**src/inc/stfr_pkg.sv**
```systemverilog
// Purpose: Shared constants for the S/T control and status registers
// Assumes: 8-bit register port, 200 MHz sys_clk
// Notes:   Channel index 0 is the M channel, 1 is the A channel
package stfr_pkg;
	localparam int ADDR_W = 5;
	localparam int DATA_W = 8;

	// Register offsets
	localparam logic [4:0] ADR_M_FIFO   = 5'h00;
	localparam logic [4:0] ADR_A_FIFO   = 5'h01;
	localparam logic [4:0] ADR_LOOP_CFG = 5'h07;
	localparam logic [4:0] ADR_FIFO_IRQ = 5'h08;
	localparam logic [4:0] ADR_SC23     = 5'h09;
	localparam logic [4:0] ADR_SC45     = 5'h0a;
	localparam logic [4:0] ADR_ACT      = 5'h0b;
	localparam logic [4:0] ADR_IRQ_EN   = 5'h14;
	localparam logic [4:0] ADR_MF_STAT  = 5'h15;

	// Field positions
	localparam int FI_M_FLAG    = 0;
	localparam int FI_A_FLAG    = 1;
	localparam int FI_M_EN      = 2;
	localparam int FI_A_EN      = 3;
	localparam int LC_MF_EN     = 5;
	localparam int IE_MF        = 2;
	localparam int MS_MF_PEND   = 0;
	localparam int ACT_NO_INFO3 = 6;
	localparam int ACT_NO_INFO1 = 7;

	// Reset values
	localparam logic [7:0]  RST_BYTE = 8'h00;
	localparam logic [15:0] RST_SC   = 16'h0000;

	// Multiframe timing
	localparam int MF_TIME_US = 5000;
	localparam int CLK_MHZ    = 200;
	localparam int CNT_W      = 20;
	localparam logic [19:0] MF_CYCLES = 20'(MF_TIME_US * CLK_MHZ);

	typedef enum logic {STFR_MF_IDLE, STFR_MF_RUN} stfr_mf_state_t;
endpackage

```
**src/inc/stfr_mf_if.sv**
```systemverilog
// Purpose: Link between register bank and multiframe timer
// Assumes: Both ends on sys_clk
// Notes:   start is a one-cycle pulse from a flop
`timescale 1ns/1ps
interface stfr_mf_if;
	logic run;
	logic start;
	modport ctrl  (output run, input start);
	modport timer (input run, output start);
endinterface

```
**src/hdl/stfr_regs.sv**
```systemverilog
// Purpose: FIFO interrupt, multiframe subchannel and holdoff registers
// Assumes: Register port and loop-side inputs are on sys_clk
// Notes:   nt_mode_pin is a strap, synchronised before use
//
// The address-and-strobe port and the placing of the registers are this design's own decisions.
`timescale 1ns/1ps
module stfr_regs #(
	parameter logic [stfr_pkg::CNT_W-1:0] MF_CYCLES = stfr_pkg::MF_CYCLES
) (
	input  wire logic                          sys_clk,
	input  wire logic                          resetn,
	input  wire logic                          soft_rst,
	input  wire logic                          nt_mode_pin,
	input  wire logic [stfr_pkg::ADDR_W-1:0]   reg_addr,
	input  wire logic [stfr_pkg::DATA_W-1:0]   reg_wdata,
	input  wire logic                          reg_wr,
	input  wire logic                          reg_rd,
	output logic      [stfr_pkg::DATA_W-1:0]   reg_rdata,
	input  wire logic                          m_rx_valid,
	input  wire logic [7:0]                    m_rx_byte,
	input  wire logic                          a_rx_valid,
	input  wire logic [7:0]                    a_rx_byte,
	input  wire logic [15:0]                   sc_rx_nibbles,
	output logic      [15:0]                   sc_tx_nibbles,
	output logic                               mf_enable,
	output logic                               mf_start,
	output logic                               info1_holdoff,
	output logic                               info3_holdoff,
	output logic                               irq_n
);
	import stfr_pkg::*;

	// Mode strap
	logic mode_meta_ff;
	logic nt_ff;

	always_ff @(posedge sys_clk or negedge resetn) begin
		if (!resetn) begin
			mode_meta_ff <= 1'b0;
			nt_ff        <= 1'b0;
		end else begin
			mode_meta_ff <= nt_mode_pin;
			nt_ff        <= mode_meta_ff;
		end
	end

	// Control registers
	logic [1:0]  fi_en_ff, nxt_fi_en;
	logic        mf_en_ff, nxt_mf_en;
	logic        ie_mf_ff, nxt_ie_mf;
	logic [1:0]  act_ff,   nxt_act;
	logic [15:0] sc_wr_ff, nxt_sc_wr;

	always_comb begin
		nxt_fi_en = fi_en_ff;
		nxt_mf_en = mf_en_ff;
		nxt_ie_mf = ie_mf_ff;
		nxt_act   = act_ff;
		nxt_sc_wr = sc_wr_ff;
		if (soft_rst) begin
			nxt_fi_en = 2'h0;
			nxt_mf_en = 1'b0;
			nxt_ie_mf = 1'b0;
			nxt_act   = 2'h0;
			nxt_sc_wr = RST_SC;
		end else if (reg_wr) begin
			case (reg_addr)
				ADR_FIFO_IRQ: begin
					nxt_fi_en = {reg_wdata[FI_A_EN],
						reg_wdata[FI_M_EN]};
				end
				ADR_LOOP_CFG: nxt_mf_en = reg_wdata[LC_MF_EN];
				ADR_IRQ_EN:   nxt_ie_mf = reg_wdata[IE_MF];
				ADR_ACT: begin
					nxt_act = {reg_wdata[ACT_NO_INFO1],
						reg_wdata[ACT_NO_INFO3]};
				end
				// Writes land any time in NT mode and are ignored in TE; only the next start samples them
				ADR_SC23: begin
					if (nt_ff) begin
						nxt_sc_wr[15:8] = reg_wdata;
					end
				end
				ADR_SC45: begin
					if (nt_ff) begin
						nxt_sc_wr[7:0] = reg_wdata;
					end
				end
				default: ;
			endcase
		end
	end

	always_ff @(posedge sys_clk or negedge resetn) begin
		if (!resetn) begin
			fi_en_ff <= 2'h0;
			mf_en_ff <= 1'b0;
			ie_mf_ff <= 1'b0;
			act_ff   <= 2'h0;
			sc_wr_ff <= RST_SC;
		end else begin
			fi_en_ff <= nxt_fi_en;
			mf_en_ff <= nxt_mf_en;
			ie_mf_ff <= nxt_ie_mf;
			act_ff   <= nxt_act;
			sc_wr_ff <= nxt_sc_wr;
		end
	end

	// Receive FIFO heads, one per channel
	logic [1:0] rx_vld;
	logic [7:0] rx_byte [2];
	logic [1:0] ch_full;
	logic [7:0] ch_byte [2];

	assign rx_vld     = {a_rx_valid, m_rx_valid};
	assign rx_byte[0] = m_rx_byte;
	assign rx_byte[1] = a_rx_byte;

	for (genvar ch = 0; ch < 2; ch++) begin : g_ch
		logic       rd_hit;
		logic       full_ff, nxt_full;
		logic [7:0] byte_ff, nxt_byte;

		assign rd_hit = reg_rd &&
			(reg_addr == ((ch == 0) ? ADR_M_FIFO : ADR_A_FIFO));

		// A byte arriving while full is dropped to keep the head intact, unless the head is read in the same cycle
		always_comb begin
			nxt_full = full_ff;
			nxt_byte = byte_ff;
			if (soft_rst) begin
				nxt_full = 1'b0;
				nxt_byte = RST_BYTE;
			end else begin
				if (rd_hit) begin
					nxt_full = 1'b0;
				end
				if (rx_vld[ch] && (!full_ff || rd_hit)) begin
					nxt_full = 1'b1;
					nxt_byte = rx_byte[ch];
				end
			end
		end

		always_ff @(posedge sys_clk or negedge resetn) begin
			if (!resetn) begin
				full_ff <= 1'b0;
				byte_ff <= RST_BYTE;
			end else begin
				full_ff <= nxt_full;
				byte_ff <= nxt_byte;
			end
		end

		assign ch_full[ch] = full_ff;
		assign ch_byte[ch] = byte_ff;
	end

	// Multiframe timer
	stfr_mf_if mf_bus ();

	assign mf_bus.run = mf_en_ff;

	stfr_mf_timer #(
		.CYCLES (MF_CYCLES)
	) u_timer (
		.sys_clk  (sys_clk),
		.resetn   (resetn),
		.soft_rst (soft_rst),
		.mf       (mf_bus.timer)
	);

	// Subchannel nibbles and multiframe pending flag
	logic [15:0] sc_tx_ff,   nxt_sc_tx;
	logic [15:0] sc_rx_ff,   nxt_sc_rx;
	logic        mf_pend_ff, nxt_mf_pend;

	always_comb begin
		nxt_sc_tx   = sc_tx_ff;
		nxt_sc_rx   = sc_rx_ff;
		nxt_mf_pend = mf_pend_ff;
		if (soft_rst) begin
			nxt_sc_tx   = RST_SC;
			nxt_sc_rx   = RST_SC;
			nxt_mf_pend = 1'b0;
		end else begin
			if (reg_rd && reg_addr == ADR_MF_STAT) begin
				nxt_mf_pend = 1'b0;
			end
			if (mf_bus.start) begin
				nxt_mf_pend = 1'b1;
				// Held until the next start, so old values repeat
				if (nt_ff) begin
					nxt_sc_tx = sc_wr_ff;
				end else begin
					nxt_sc_rx = sc_rx_nibbles;
				end
			end
		end
	end

	always_ff @(posedge sys_clk or negedge resetn) begin
		if (!resetn) begin
			sc_tx_ff   <= RST_SC;
			sc_rx_ff   <= RST_SC;
			mf_pend_ff <= 1'b0;
		end else begin
			sc_tx_ff   <= nxt_sc_tx;
			sc_rx_ff   <= nxt_sc_rx;
			mf_pend_ff <= nxt_mf_pend;
		end
	end

	// Order on the wire: SC2, SC3, SC4, SC5, each MSB first
	assign sc_tx_nibbles = sc_tx_ff;
	assign mf_enable     = mf_en_ff;
	assign mf_start      = mf_bus.start;

	// Holdoffs only mean something on the network side
	assign info1_holdoff = nt_ff & act_ff[1];
	assign info3_holdoff = nt_ff & act_ff[0];

	assign irq_n = !(|(ch_full & fi_en_ff)
		| (mf_pend_ff & ie_mf_ff));

	// Read data
	logic [7:0] rdata_ff, nxt_rdata;

	always_comb begin
		nxt_rdata = RST_BYTE;
		if (reg_rd) begin
			case (reg_addr)
				ADR_M_FIFO: nxt_rdata = ch_byte[0];
				ADR_A_FIFO: nxt_rdata = ch_byte[1];
				ADR_LOOP_CFG: nxt_rdata[LC_MF_EN] = mf_en_ff;
				ADR_FIFO_IRQ: begin
					nxt_rdata[FI_M_FLAG] = ch_full[0];
					nxt_rdata[FI_A_FLAG] = ch_full[1];
					nxt_rdata[FI_M_EN]   = fi_en_ff[0];
					nxt_rdata[FI_A_EN]   = fi_en_ff[1];
				end
				// Write-only in NT mode, so reads give zero there
				ADR_SC23: begin
					if (!nt_ff) begin
						nxt_rdata = sc_rx_ff[15:8];
					end
				end
				ADR_SC45: begin
					if (!nt_ff) begin
						nxt_rdata = sc_rx_ff[7:0];
					end
				end
				ADR_ACT: begin
					nxt_rdata[ACT_NO_INFO1] = act_ff[1];
					nxt_rdata[ACT_NO_INFO3] = act_ff[0];
				end
				ADR_IRQ_EN:  nxt_rdata[IE_MF] = ie_mf_ff;
				ADR_MF_STAT: nxt_rdata[MS_MF_PEND] = mf_pend_ff;
				default:     nxt_rdata = RST_BYTE;
			endcase
		end
	end

	always_ff @(posedge sys_clk or negedge resetn) begin
		if (!resetn) begin
			rdata_ff <= RST_BYTE;
		end else begin
			rdata_ff <= nxt_rdata;
		end
	end

	assign reg_rdata = rdata_ff;
endmodule

```
**src/hdl/stfr_mf_timer.sv**
```systemverilog
// Purpose: Multiframe start pulse generator
// Assumes: run comes from a register on sys_clk
// Notes:   First pulse marks the start of the first multiframe
`timescale 1ns/1ps
module stfr_mf_timer #(
	parameter logic [stfr_pkg::CNT_W-1:0] CYCLES = stfr_pkg::MF_CYCLES
) (
	input  wire logic sys_clk,
	input  wire logic resetn,
	input  wire logic soft_rst,
	stfr_mf_if.timer  mf
);
	import stfr_pkg::*;

	stfr_mf_state_t   state_ff, nxt_state;
	logic [CNT_W-1:0] cnt_ff,   nxt_cnt;
	logic             start_ff, nxt_start;

	always_comb begin
		nxt_state = state_ff;
		nxt_cnt   = cnt_ff;
		nxt_start = 1'b0;
		case (state_ff)
			STFR_MF_IDLE: begin
				if (mf.run) begin
					nxt_state = STFR_MF_RUN;
					nxt_cnt   = '0;
					nxt_start = 1'b1;
				end
			end
			STFR_MF_RUN: begin
				if (!mf.run) begin
					nxt_state = STFR_MF_IDLE;
				end else if (cnt_ff == CYCLES - 1'b1) begin
					nxt_cnt   = '0;
					nxt_start = 1'b1;
				end else begin
					nxt_cnt = cnt_ff + 1'b1;
				end
			end
			default: nxt_state = STFR_MF_IDLE;
		endcase
		if (soft_rst) begin
			nxt_state = STFR_MF_IDLE;
			nxt_cnt   = '0;
			nxt_start = 1'b0;
		end
	end

	always_ff @(posedge sys_clk or negedge resetn) begin
		if (!resetn) begin
			state_ff <= STFR_MF_IDLE;
			cnt_ff   <= '0;
			start_ff <= 1'b0;
		end else begin
			state_ff <= nxt_state;
			cnt_ff   <= nxt_cnt;
			start_ff <= nxt_start;
		end
	end

	assign mf.start = start_ff;
endmodule

```
**config.mk**
```make
export PLATFORM = sky130hd
export DESIGN_NAME = stfr_regs
export DESIGN_NICKNAME = d
export VERILOG_FILES = /design/src/inc/stfr_pkg.sv /design/src/inc/stfr_mf_if.sv /design/src/hdl/stfr_regs.sv /design/src/hdl/stfr_mf_timer.sv
export SDC_FILE = /design/constraint.sdc
export NUM_CORES = 1
export LEC_CHECK = 0
export BUFFER_PORTS_ARGS = -buffer_cell sky130_fd_sc_hd__buf_2
export CAP_MARGIN = 10
export CORE_ASPECT_RATIO = 0.6
export CORE_MARGIN = 5
export CORE_UTILIZATION = 60
export CTS_CLUSTER_SIZE = 10
export DETAILED_ROUTE_END_ITERATION = 8
export PLACE_DENSITY = 0.84
export SLEW_MARGIN = 25
export SYNTH_ARGS = -nofsm -noshare
export SYNTH_HDL_FRONTEND = slang
export SYNTH_HIERARCHICAL = 1
export SYNTH_SLANG_ARGS = --single-unit
```
**constraint.sdc**
```tcl
create_clock -name sys_clk -period 3.4 [get_ports sys_clk]
set_input_delay 0.17 -clock sys_clk [delete_from_list [all_inputs] [get_ports sys_clk]]
set_output_delay 0.17 -clock sys_clk [all_outputs]
set_load 0.005 [all_outputs]
```
[Yosys cells after proc, flatten, opt, wreduce, memory -nomap -nowiden]
Index checks and enable logic that the tools add are counted.
Operators by class
  reductions and logical operators: 35
  add/sub/neg operators: 1
  bitwise logic cells: 6
  equal/unequal tests: 12
  mux-type cells: 57
Operator list (count)
  two-way mux 16 bit: 8
  two-way mux 20 bit: 4
  two-way mux 8 bit: 10
  case mux 20 bit (2 select lines): 1
  nonzero test 2 bit: 11
  adder 20 x 1 -> 20 bit (second input constant): 1
  equality test 20 bit (second input constant): 1
  equality test 5 x 4 -> 1 bit (second input constant): 4
  two-way mux 1 bit: 20
  case mux 1 bit (5 select lines): 3
  AND reduction 2 bit: 7
  two-way mux 2 bit: 6
  case mux 1 bit (6 select lines): 2
  equality test 5 bit (second input constant): 2
  case mux 2 bit (5 select lines): 1
  nonzero test 3 bit: 3
  != test 3 bit (second input constant): 2
  AND reduction 3 bit: 2
  equality test 5 x 1 -> 1 bit (second input constant): 1
  equality test 5 x 3 -> 1 bit (second input constant): 1
  logical AND 1 bit: 5
  zero test 5 bit: 1
  case mux 1 bit (4 select lines): 1
  bitwise AND 1 bit: 3
  other kinds (8): 11
Storage, ports and cells
  logic and storage cells: 130
  register bits: 105
  output and inout port bits: 29
  bits of input ports: 53

[Depth between registers and ports, before layout]
Gate-level depths: netlist of the first run.
  depth after elaboration: 6
  mapped depth: 7
  gate-level depth less buffers: 6

[Modules after synthesis]
The synthesis of the first run kept the hierarchy.
Modules (own cells, without submodules)
  stfr_regs: cells an instance 337, sequential area each 2077.0 µm², area an instance 3683.5 µm², times used 1
  stfr_mf_timer: cells an instance 127, sequential area each 550.5 µm², area an instance 1171.1 µm², times used 1

[Worst setup path after synthesis of the first run]
No wires, ideal clock.
  path type: reg2reg
  start: register u_timer.cnt_ff[15]
  end: register u_timer.cnt_ff[10]
  period minus slack after synthesis: 1.953 ns
  data required time: 3.274 ns
  stages on the path, launching flop included: 6
  setup time: 0.126 ns
  arrival time: 1.827 ns
  buffers on the path: 1
  path slack: 1.447 ns
  cells stage by stage: dfrtp_1 or4_4 nor4_4 a21oi_2 buf_6 a221o_1
On the way
  cells in the longest elaborated chain, start to end: 5
RTL lines
  start: declaration: RTL line stfr_mf_timer.sv:16  | logic [CNT_W-1:0] cnt_ff, nxt_cnt;
  start signal: assignment: RTL line stfr_mf_timer.sv:57  | cnt_ff <= nxt_cnt;
  equality test 20 bit: RTL line stfr_mf_timer.sv:34  | end else if (cnt_ff == CYCLES - 1'b1) begin
  two-way mux 20 bit: RTL line stfr_mf_timer.sv:34
  two-way mux 20 bit: RTL line stfr_mf_timer.sv:32  | if (!mf.run) begin
  case mux 20 bit (2 select lines): RTL line stfr_mf_timer.sv:23  | case (state_ff)
  two-way mux 20 bit: RTL line stfr_mf_timer.sv:43  | if (soft_rst) begin
Every way passes these cells. The select of a mux whose other input is x is not followed.
A chain may end at the register's enable or synchronous reset.

[Worst setup path after layout of the first run]
  start: register u_timer.cnt_ff[0]
  end: register u_timer.cnt_ff[18]
On the way
  cells in the longest elaborated chain, start to end: 5
  elaborated cells on any way between the ends: 6
  classes of those cells: add/sub (1); eq/ne (1); mux (4)
RTL lines (RTL line)
  adder 20 x 1 -> 20 bit / equality test 20 bit (equally long branches): stfr_mf_timer.sv:38, stfr_mf_timer.sv:34
  two-way mux 20 bit *: stfr_mf_timer.sv:34
  two-way mux 20 bit *: stfr_mf_timer.sv:32
  case mux 20 bit (2 select lines) *: stfr_mf_timer.sv:23
  two-way mux 20 bit *: stfr_mf_timer.sv:43
Mark *: on every way between the ends. The rest lies on a longest branch, timed or not. The select of a mux whose other input is x is not followed.

==> results of run 1 <==
[layout make-up]
cell class,instances,area (µm²)
Sequential cell,105,2630
Clock buffer,11,253
Clock inverter,5,77.6
Fill cell,583,2240
Inverter,4,15.0
Tap cell,108,135
Multi-Input combinational cell,328,2070
Timing Repair Buffer,87,458
[synthesized netlist by cell type, drive strengths merged, types with 5 or more instances]
master and count:
a21boi 11, nor3 7, dfrtp 105, nand4 8, a22o 28, a21oi 47, mux2 17, buf 16
nor2 22, a31oi 15, and3 7, a22oi 13, nand2 87, o21ai 5, nor2b 12, clkbuf 11
nand3 14
[worst min path at each step]
stage          slack [ns]          from                              to  depth (start not counted)
2_1_floorplan       -0.13        resetn           act_ff[0]$_DFFE_PN0P_                          0
3_3_place_gp         0.18        resetn    sc_tx_nibbles[1]$_DFFE_PN0P_                          1
3_5_place_dp         0.19        resetn    sc_tx_nibbles[1]$_DFFE_PN0P_                          1
4_1_cts              0.02      soft_rst      u_timer/state_ff$_DFF_PN0_                          2
5_1_grt              0.04  a_rx_byte[5]  g_ch[1].byte_ff[5]$_DFFE_PN0P_                          2
6_report             0.03      soft_rst      u_timer/state_ff$_DFF_PN0_                          2
[sequential cells by signal, indices dropped and copies added, names as in the netlist, 2 cells and up]
name            cells
sc_rx_ff           16
g_ch.full_ff        2
fi_en_ff            2
reg_rdata           8
act_ff              2
sc_tx_nibbles      16
sc_wr_ff           16
g_ch.byte_ff       16
u_timer/cnt_ff     20
[cells by family after synthesis]
kind of cell               share of synthesized area [%]
AOI/OAI and AO/OA                                   18.6
adders and majority gates                          0.258
buffers and inverters                               3.25
DFF                                                 54.1
muxes                                               4.56
and+or+nand+nor                                     19.2
[worst max-delay path: stages (launching register included)]
cell and delay, ns:
dfrtp_1 0.42, ha_1 0.25, and3_1 0.20, and3_1 0.23
a21oi_2 0.61, buf_4 0.34, a31oi_1 0.12, a31oi_1 0.19
[repair_timing]
item | in CTS | in global routing
setup buffers | 0 | 0
hold buffers | 2 | 0
hold endpoints to repair | 41 | 0
endpoints found under the setup margin | 0 | 0
[report_power, final]
group          internal [W]  total [W]  switching, W
sequential          0.00128    0.00130     0.0000202
clock              0.000682    0.00113      0.000444
combinational     0.0000696   0.000173      0.000103
[metrics by stage]
stage | cell area, µm² | util, % | std cells
CTS | 5640 | 71.5 | 648
detailed placement | 5290 | 67.0 | 630
finish | 5640 | 71.5 | 648
global placement | 5290 | 67.0 | 630
global route | 5640 | 71.5 | 648
floorplan | 4850 | - | 464
[metal layers]
layer / vias to the layer above / wire (µm)
li1: 1808 / -
met3: 21 / 1040
met5: - / 0
met4: 0 / 214
met2: 170 / 5010
met1: 1914 / 5430
==> flow_summary_export.csv, run 1 <==
group,metric,value,unit
synthesis,synthCells,464,
power,p_total,0.00260,W
worst_setup_path,worstSetupPathType,"flip-flop to flip-flop",
global_routing,grt_busiest_layer,"met1",
worst_setup_path,cp-end-kind,"flip-flop",
cells_and_area,final_layout_size_suffix_gt1_share,25.2,%
worst_setup_path,ff2ff_setup_slack,0.94,ns
drt,detail-route-antenna-nets,0,
synthesis,syn_area,4850,µm²
timing,rsz0062_at_grt,"no",
status,status,"finished, final reports clean",
synthesis,syn_avg_cell_area,10.5,µm²
floorplan,die_w,126,µm
placed_design,pre_cts_slack,0.974,ns
timing,finalSetupTns,0,ns
timing,fmax,406,MHz
drt,first_pass_iters,4,
worst_setup_path,setup.worst_path.start_class,"flip-flop",
timing,final_max_slew_viol_count,0,
timing,post-route-period-util,72.5,%
synthesis,async_flop_share,100,%
job,cap_violations,0,
worst_setup_path,cp.required,3.66,ns
synthesis,synth_area_leader_cell,"dfrtp_1",
synthesis,synth_edf_count,0,
synthesis,synth-seq-cells,105,
cts,cts_max_level,3,
drt,avgViaCountPerCell,6.04,
cts,root_buffer,"clkbuf_16",
worst_setup_path,crit_end,"u_timer/cnt_ff[18]$_DFFE_PN0P_",
timing,relSlewSlack,44.4,%
floorplan,num_io_pins,82,
global_routing,grt_util_all_layers,25.0,%
cts,clock_path_buffers,2,
placed_design,gp_congestion,0.854,
worst_setup_path,cp-startpoint,"u_timer/cnt_ff[0]$_DFFE_PN0P_",
timing,worst_slew_pin_slew,0.833,ns
synthesis,synth_fp_nets,518,
cells_and_area,diodes,0,
cells_and_area,syn2layout_area_growth,16.1,%
global_routing,grt_use_met3,8.49,%
drt,vias,3913,
placed_design,dp_hpwl,8.35,mm
cells_and_area,fin_nets,589,
worst_setup_path,reg2reg_depth,7,
timing,period_needed,2.46,ns
global_routing,grt_overflow,0,
timing,fin_hold_ws,0.0332,ns
power,leakage,2.58,nW
drt,avgRoutedWirePerCell,18.1,µm
synthesis,yosysWarnings,6,
cts,cts_tree,"built",
cts,clock_latency,0.35,ns
synthesis,ys_seq_area_share,54.1,%
floorplan,initial_core_util,61.6,%
global_routing,met2_usage,35.3,%
global_routing,grt_pass1_vias,3888,
drt,first_iter_violations,318,
timing,setup_viol,0,
floorplan,core,7880,µm²
global_routing,grt_max_degree,58,
drt,route.detailed.drc,0,
floorplan,die_h,79.7,µm
timing,hold_viol,0,
synthesis,synth_cell_types,52,
power,p_per_area,461,nW/µm²
worst_setup_path,r2r_start,"u_timer/cnt_ff[0]$_DFFE_PN0P_",
synthesis,ys_top_cells_by_area,"dfrtp_1 54%, nand2_1 6.7%, a22o_1 5.1%",
synthesis,synthFlopType,"dfrtp_1",
cts,cts.sinks,105,
placed_design,portBuffers,81,
timing,clock_skew,0.00387,ns
drt,routed_wirelength,11.7,mm
power,ir_drop,0.000241,V
cts,path_clk_slew,0.07,ns
worst_setup_path,path_max_fanout,20,
floorplan,num_rows,25,
timing,setup_ws,0.936,ns
global_routing,antenna_found_initial,0,
cells_and_area,final_cell_mix,"105 x dfrtp_1, 87 x nand2_1, 80 x buf_2",
cells_and_area,final_common_cell,"dfrtp_1",
worst_setup_path,reg2reg_to,"u_timer/cnt_ff[18]$_DFFE_PN0P_",
cts,cts_buffers,9,
floorplan,die_area,10000,µm²
worst_setup_path,cp.arrival,2.73,ns
global_routing,grt_pass1_wl,19.7,mm
global_routing,met1_usage,36.3,%
cts,post_cts_resize_count,0,
synthesis,synth.top_cell.area_share,54.1,%
worst_hold_path,hold_path_class,"primary input to flip-flop",
(Power assumes the default switching activity.)
==> inputs of run 2 (changes only) <==
Settings changed: ABC_AREA set to 1, CORE_UTILIZATION 60 to 51, PLACE_DENSITY 0.84 to 0.76.
Clock period 3.4 ns to 2.1 ns, I/O delays scaled along.
==> flow_summary_export.csv, run 2 <==
group,metric,value,unit
global_routing,grt_pass1_vias,4545,
worst_setup_path,ff2ff_setup_slack,0.44,ns
worst_setup_path,cp.arrival,1.87,ns
timing,relSlewSlack,60.6,%
timing,finalSetupTns,0,ns
worst_setup_path,worstSetupPathType,"flip-flop to flip-flop",
cts,cts.sinks,105,
worst_setup_path,path_max_fanout,16,
placed_design,pre_cts_slack,0.468,ns
worst_hold_path,whs_path_depth,3,
timing,fin_hold_ws,0.00625,ns
cts,root_buffer,"clkbuf_16",
timing,period_needed,1.66,ns
floorplan,die_w,142,µm
drt,vias,4753,
global_routing,grt_util_all_layers,23.0,%
drt,routed_wirelength,13.9,mm
worst_setup_path,reg2reg_depth,8,
worst_setup_path,crit_path_cell_trace,"ha_1 > nand2_1 > nor2_2 > nand2_1 > nor2_1 > nand2_2 > nand3_4 > o21ai_0",
synthesis,synth.most_common_cell,"nand2_1",
drt,first_iter_violations,462,
placed_design,dp_hpwl,10.5,mm
synthesis,synth_area_leader_cell,"dfrtp_1",
drt,first_pass_iters,6,
floorplan,num_rows,28,
worst_setup_path,cp_common_cell,"nand2_1",
cells_and_area,stdcell_area,6140,µm²
worst_setup_path,slowest_delay,0.42,ns
synthesis,ys_seq_area_share,49.5,%
cells_and_area,n_fill_cell,918,
worst_setup_path,cp.required,2.32,ns
worst_setup_path,setup.worst_path.start_class,"flip-flop",
synthesis,synth.top_cell.area_share,49.5,%
synthesis,synthFlopType,"dfrtp_1",
floorplan,die_h,89.0,µm
synthesis,syn_area,5310,µm²
timing,setup_viol,0,
cts,clock_latency,0.35,ns
cts,clock_path_buffers,2,
worst_setup_path,reg2reg_to,"u_timer/cnt_ff[16]$_DFFE_PN0P_",
floorplan,die_area,12600,µm²
synthesis,synth_fp_nets,723,
power,ir_drop,0.000421,V
cells_and_area,syn2layout_area_growth,15.7,%
timing,final_max_slew_viol_count,0,
cts,path_clk_slew,0.08,ns
timing,worst_slew_pin_slew,0.591,ns
cells_and_area,top_register,"u_timer/cnt_ff",
worst_hold_path,holdPathEnd,"sc_rx_ff[7]$_DFFE_PN0P_",
job,cap_violations,0,
cells_and_area,regArea,2630,µm²
cells_and_area,multiInputGateArea,2310,µm²
synthesis,syn_avg_cell_area,7.93,µm²
worst_hold_path,hold_start,"sc_rx_nibbles[7]",
drt,route.detailed.drc,0,
global_routing,grt_max_degree,51,
drt,avgRoutedWirePerCell,15.6,µm
drt,avgViaCountPerCell,5.35,
cts,cts_tree,"built",
cts,cts_buffers,9,
cells_and_area,final_layout_size_suffix_gt1_share,19.1,%
cells_and_area,final_common_cell,"nand2_1",
timing,clock_skew,0.00897,ns
worst_setup_path,cp-end-kind,"flip-flop",
timing,fmax,604,MHz
timing,setup_ws,0.445,ns
global_routing,antenna_found_initial,0,
synthesis,ys_top_cells_by_area,"dfrtp_1 50%, nand2_1 15%, nand4_1 4.8%",
cells_and_area,final_cell_mix,"218 x nand2_1, 105 x dfrtp_1, 80 x buf_2",
placed_design,placedInstanceArea,5830,µm²
timing,hold_viol,0,
synthesis,synth-seq-cells,105,
synthesis,synthCells,669,
synthesis,synth_cell_types,33,
worst_setup_path,cp_slowest_cell,"dfrtp_1",
power,p_per_area,671,nW/µm²
placed_design,portBuffers,81,
status,status,"finished, final reports clean",
cts,cts_max_level,3,
floorplan,initial_core_util,53.0,%
worst_hold_path,hold_path_class,"primary input to flip-flop",
cells_and_area,largest_register_ffs,20,
synthesis,async_flop_share,100,%
cells_and_area,fin_nets,801,
global_routing,grt_pass1_wl,22.8,mm
timing,post-route-period-util,78.8,%
synthesis,yosysWarnings,6,
floorplan,core,10000,µm²
global_routing,grt_overflow,0,
worst_setup_path,r2r_start,"u_timer/cnt_ff[0]$_DFFE_PN0P_",
timing,rsz0062_at_grt,"no",
placed_design,gp_congestion,0.952,
cells_and_area,post-route-util,61.3,%
floorplan,num_io_pins,82,
drt,detail-route-antenna-nets,0,
synthesis,synth_common_cells,"218 x nand2_1, 105 x dfrtp_1, 60 x inv_1",
power,leakage,3.09,nW
synthesis,synth_edf_count,0,
[run 2: cell count changes in the layout (fill, tap and decap cells not counted), sizes merged, moves of 33 or more]
cell,change
nand2,+143
inv,+62
nor2,+45
nand3,+37
o21ai,+37
nand4,+33
[run 2: area by class of cell]
type                            count  share of cell area (%)
Tap cell                          135                    2.75
Timing Repair Buffer               91                    8.39
Sequential cell                   105                    42.8
Antenna cell                        1                  0.0407
Inverter                           62                    3.79
Clock buffer                        9                    3.67
Clock inverter                      7                   0.957
Multi-Input combinational cell    478                    37.6
[run 2: critical path: cells and delay by family (launching register included)]
| kind | cells | cell delay (ns) |
|---|---|---|
| AOI/OAI and AO/OA | 1 | 0.14 |
| DFF | 1 | 0.42 |
| adders and majority gates | 1 | 0.23 |
| and+or+nand+nor | 6 | 0.73 |
[run 2: cell families after synthesis]
family	share of synthesized area, %
and+or+nand+nor	33.5
DFF	49.5
buffers and inverters	6.93
AOI/OAI and AO/OA	8.51
xor gates and xnor gates	1.32
adders and majority gates	0.236
[run 2: metal layers]
| layer | GRT usage (%) | vias to the layer above | wire [µm] |
|---|---|---|---|
| li1 | - | 2318 | - |
| met1 | 33.8 | 2215 | 6550 |
| met2 | 33.6 | 203 | 5800 |
| met3 | 6.57 | 17 | 1330 |
| met4 | 6.18 | 0 | 187 |
| met5 | 0 | - | 0 |
[run 2: power breakdown]
group	switching, W	total (W)	internal (W)
clock	0.000785	0.00161	0.000825
sequential	0.0000576	0.00216	0.00210
combinational	0.000243	0.000356	0.000113
total	0.00108	0.00412	0.00304
[run 2: metrics by stage]
step	std cells	total power [W]
floorplan	669	0.00236
global placement	868	0.00253
detailed placement	868	0.00254
CTS	887	0.00415
global route	887	0.00430
finish	888	0.00412
[run 2: repair_timing]
action                                 4_1_cts  5_1_grt
setup endpoints to repair                    0        0
buffers inserted                             0        0
hold buffers                                 3        0
endpoints found under the hold margin       44        0
resized for setup                            0        0
[run 2: worst max-delay path by stage]
stage | cells past startpoint | startpoint | to | slack [ns]
global placement | 10 | u_timer/cnt_ff[0]$_DFFE_PN0P_ | u_timer/cnt_ff[19]$_DFFE_PN0P_ | 0.55
global route | 8 | u_timer/cnt_ff[0]$_DFFE_PN0P_ | u_timer/cnt_ff[14]$_DFFE_PN0P_ | 0.31
CTS | 8 | u_timer/cnt_ff[0]$_DFFE_PN0P_ | u_timer/cnt_ff[16]$_DFFE_PN0P_ | 0.44
detailed placement | 8 | u_timer/cnt_ff[0]$_DFFE_PN0P_ | u_timer/cnt_ff[16]$_DFFE_PN0P_ | 0.47
finish | 8 | u_timer/cnt_ff[0]$_DFFE_PN0P_ | u_timer/cnt_ff[16]$_DFFE_PN0P_ | 0.44
floorplan | 9 | u_timer/cnt_ff[0]$_DFFE_PN0P_ | u_timer/cnt_ff[6]$_DFFE_PN0P_ | 0.67
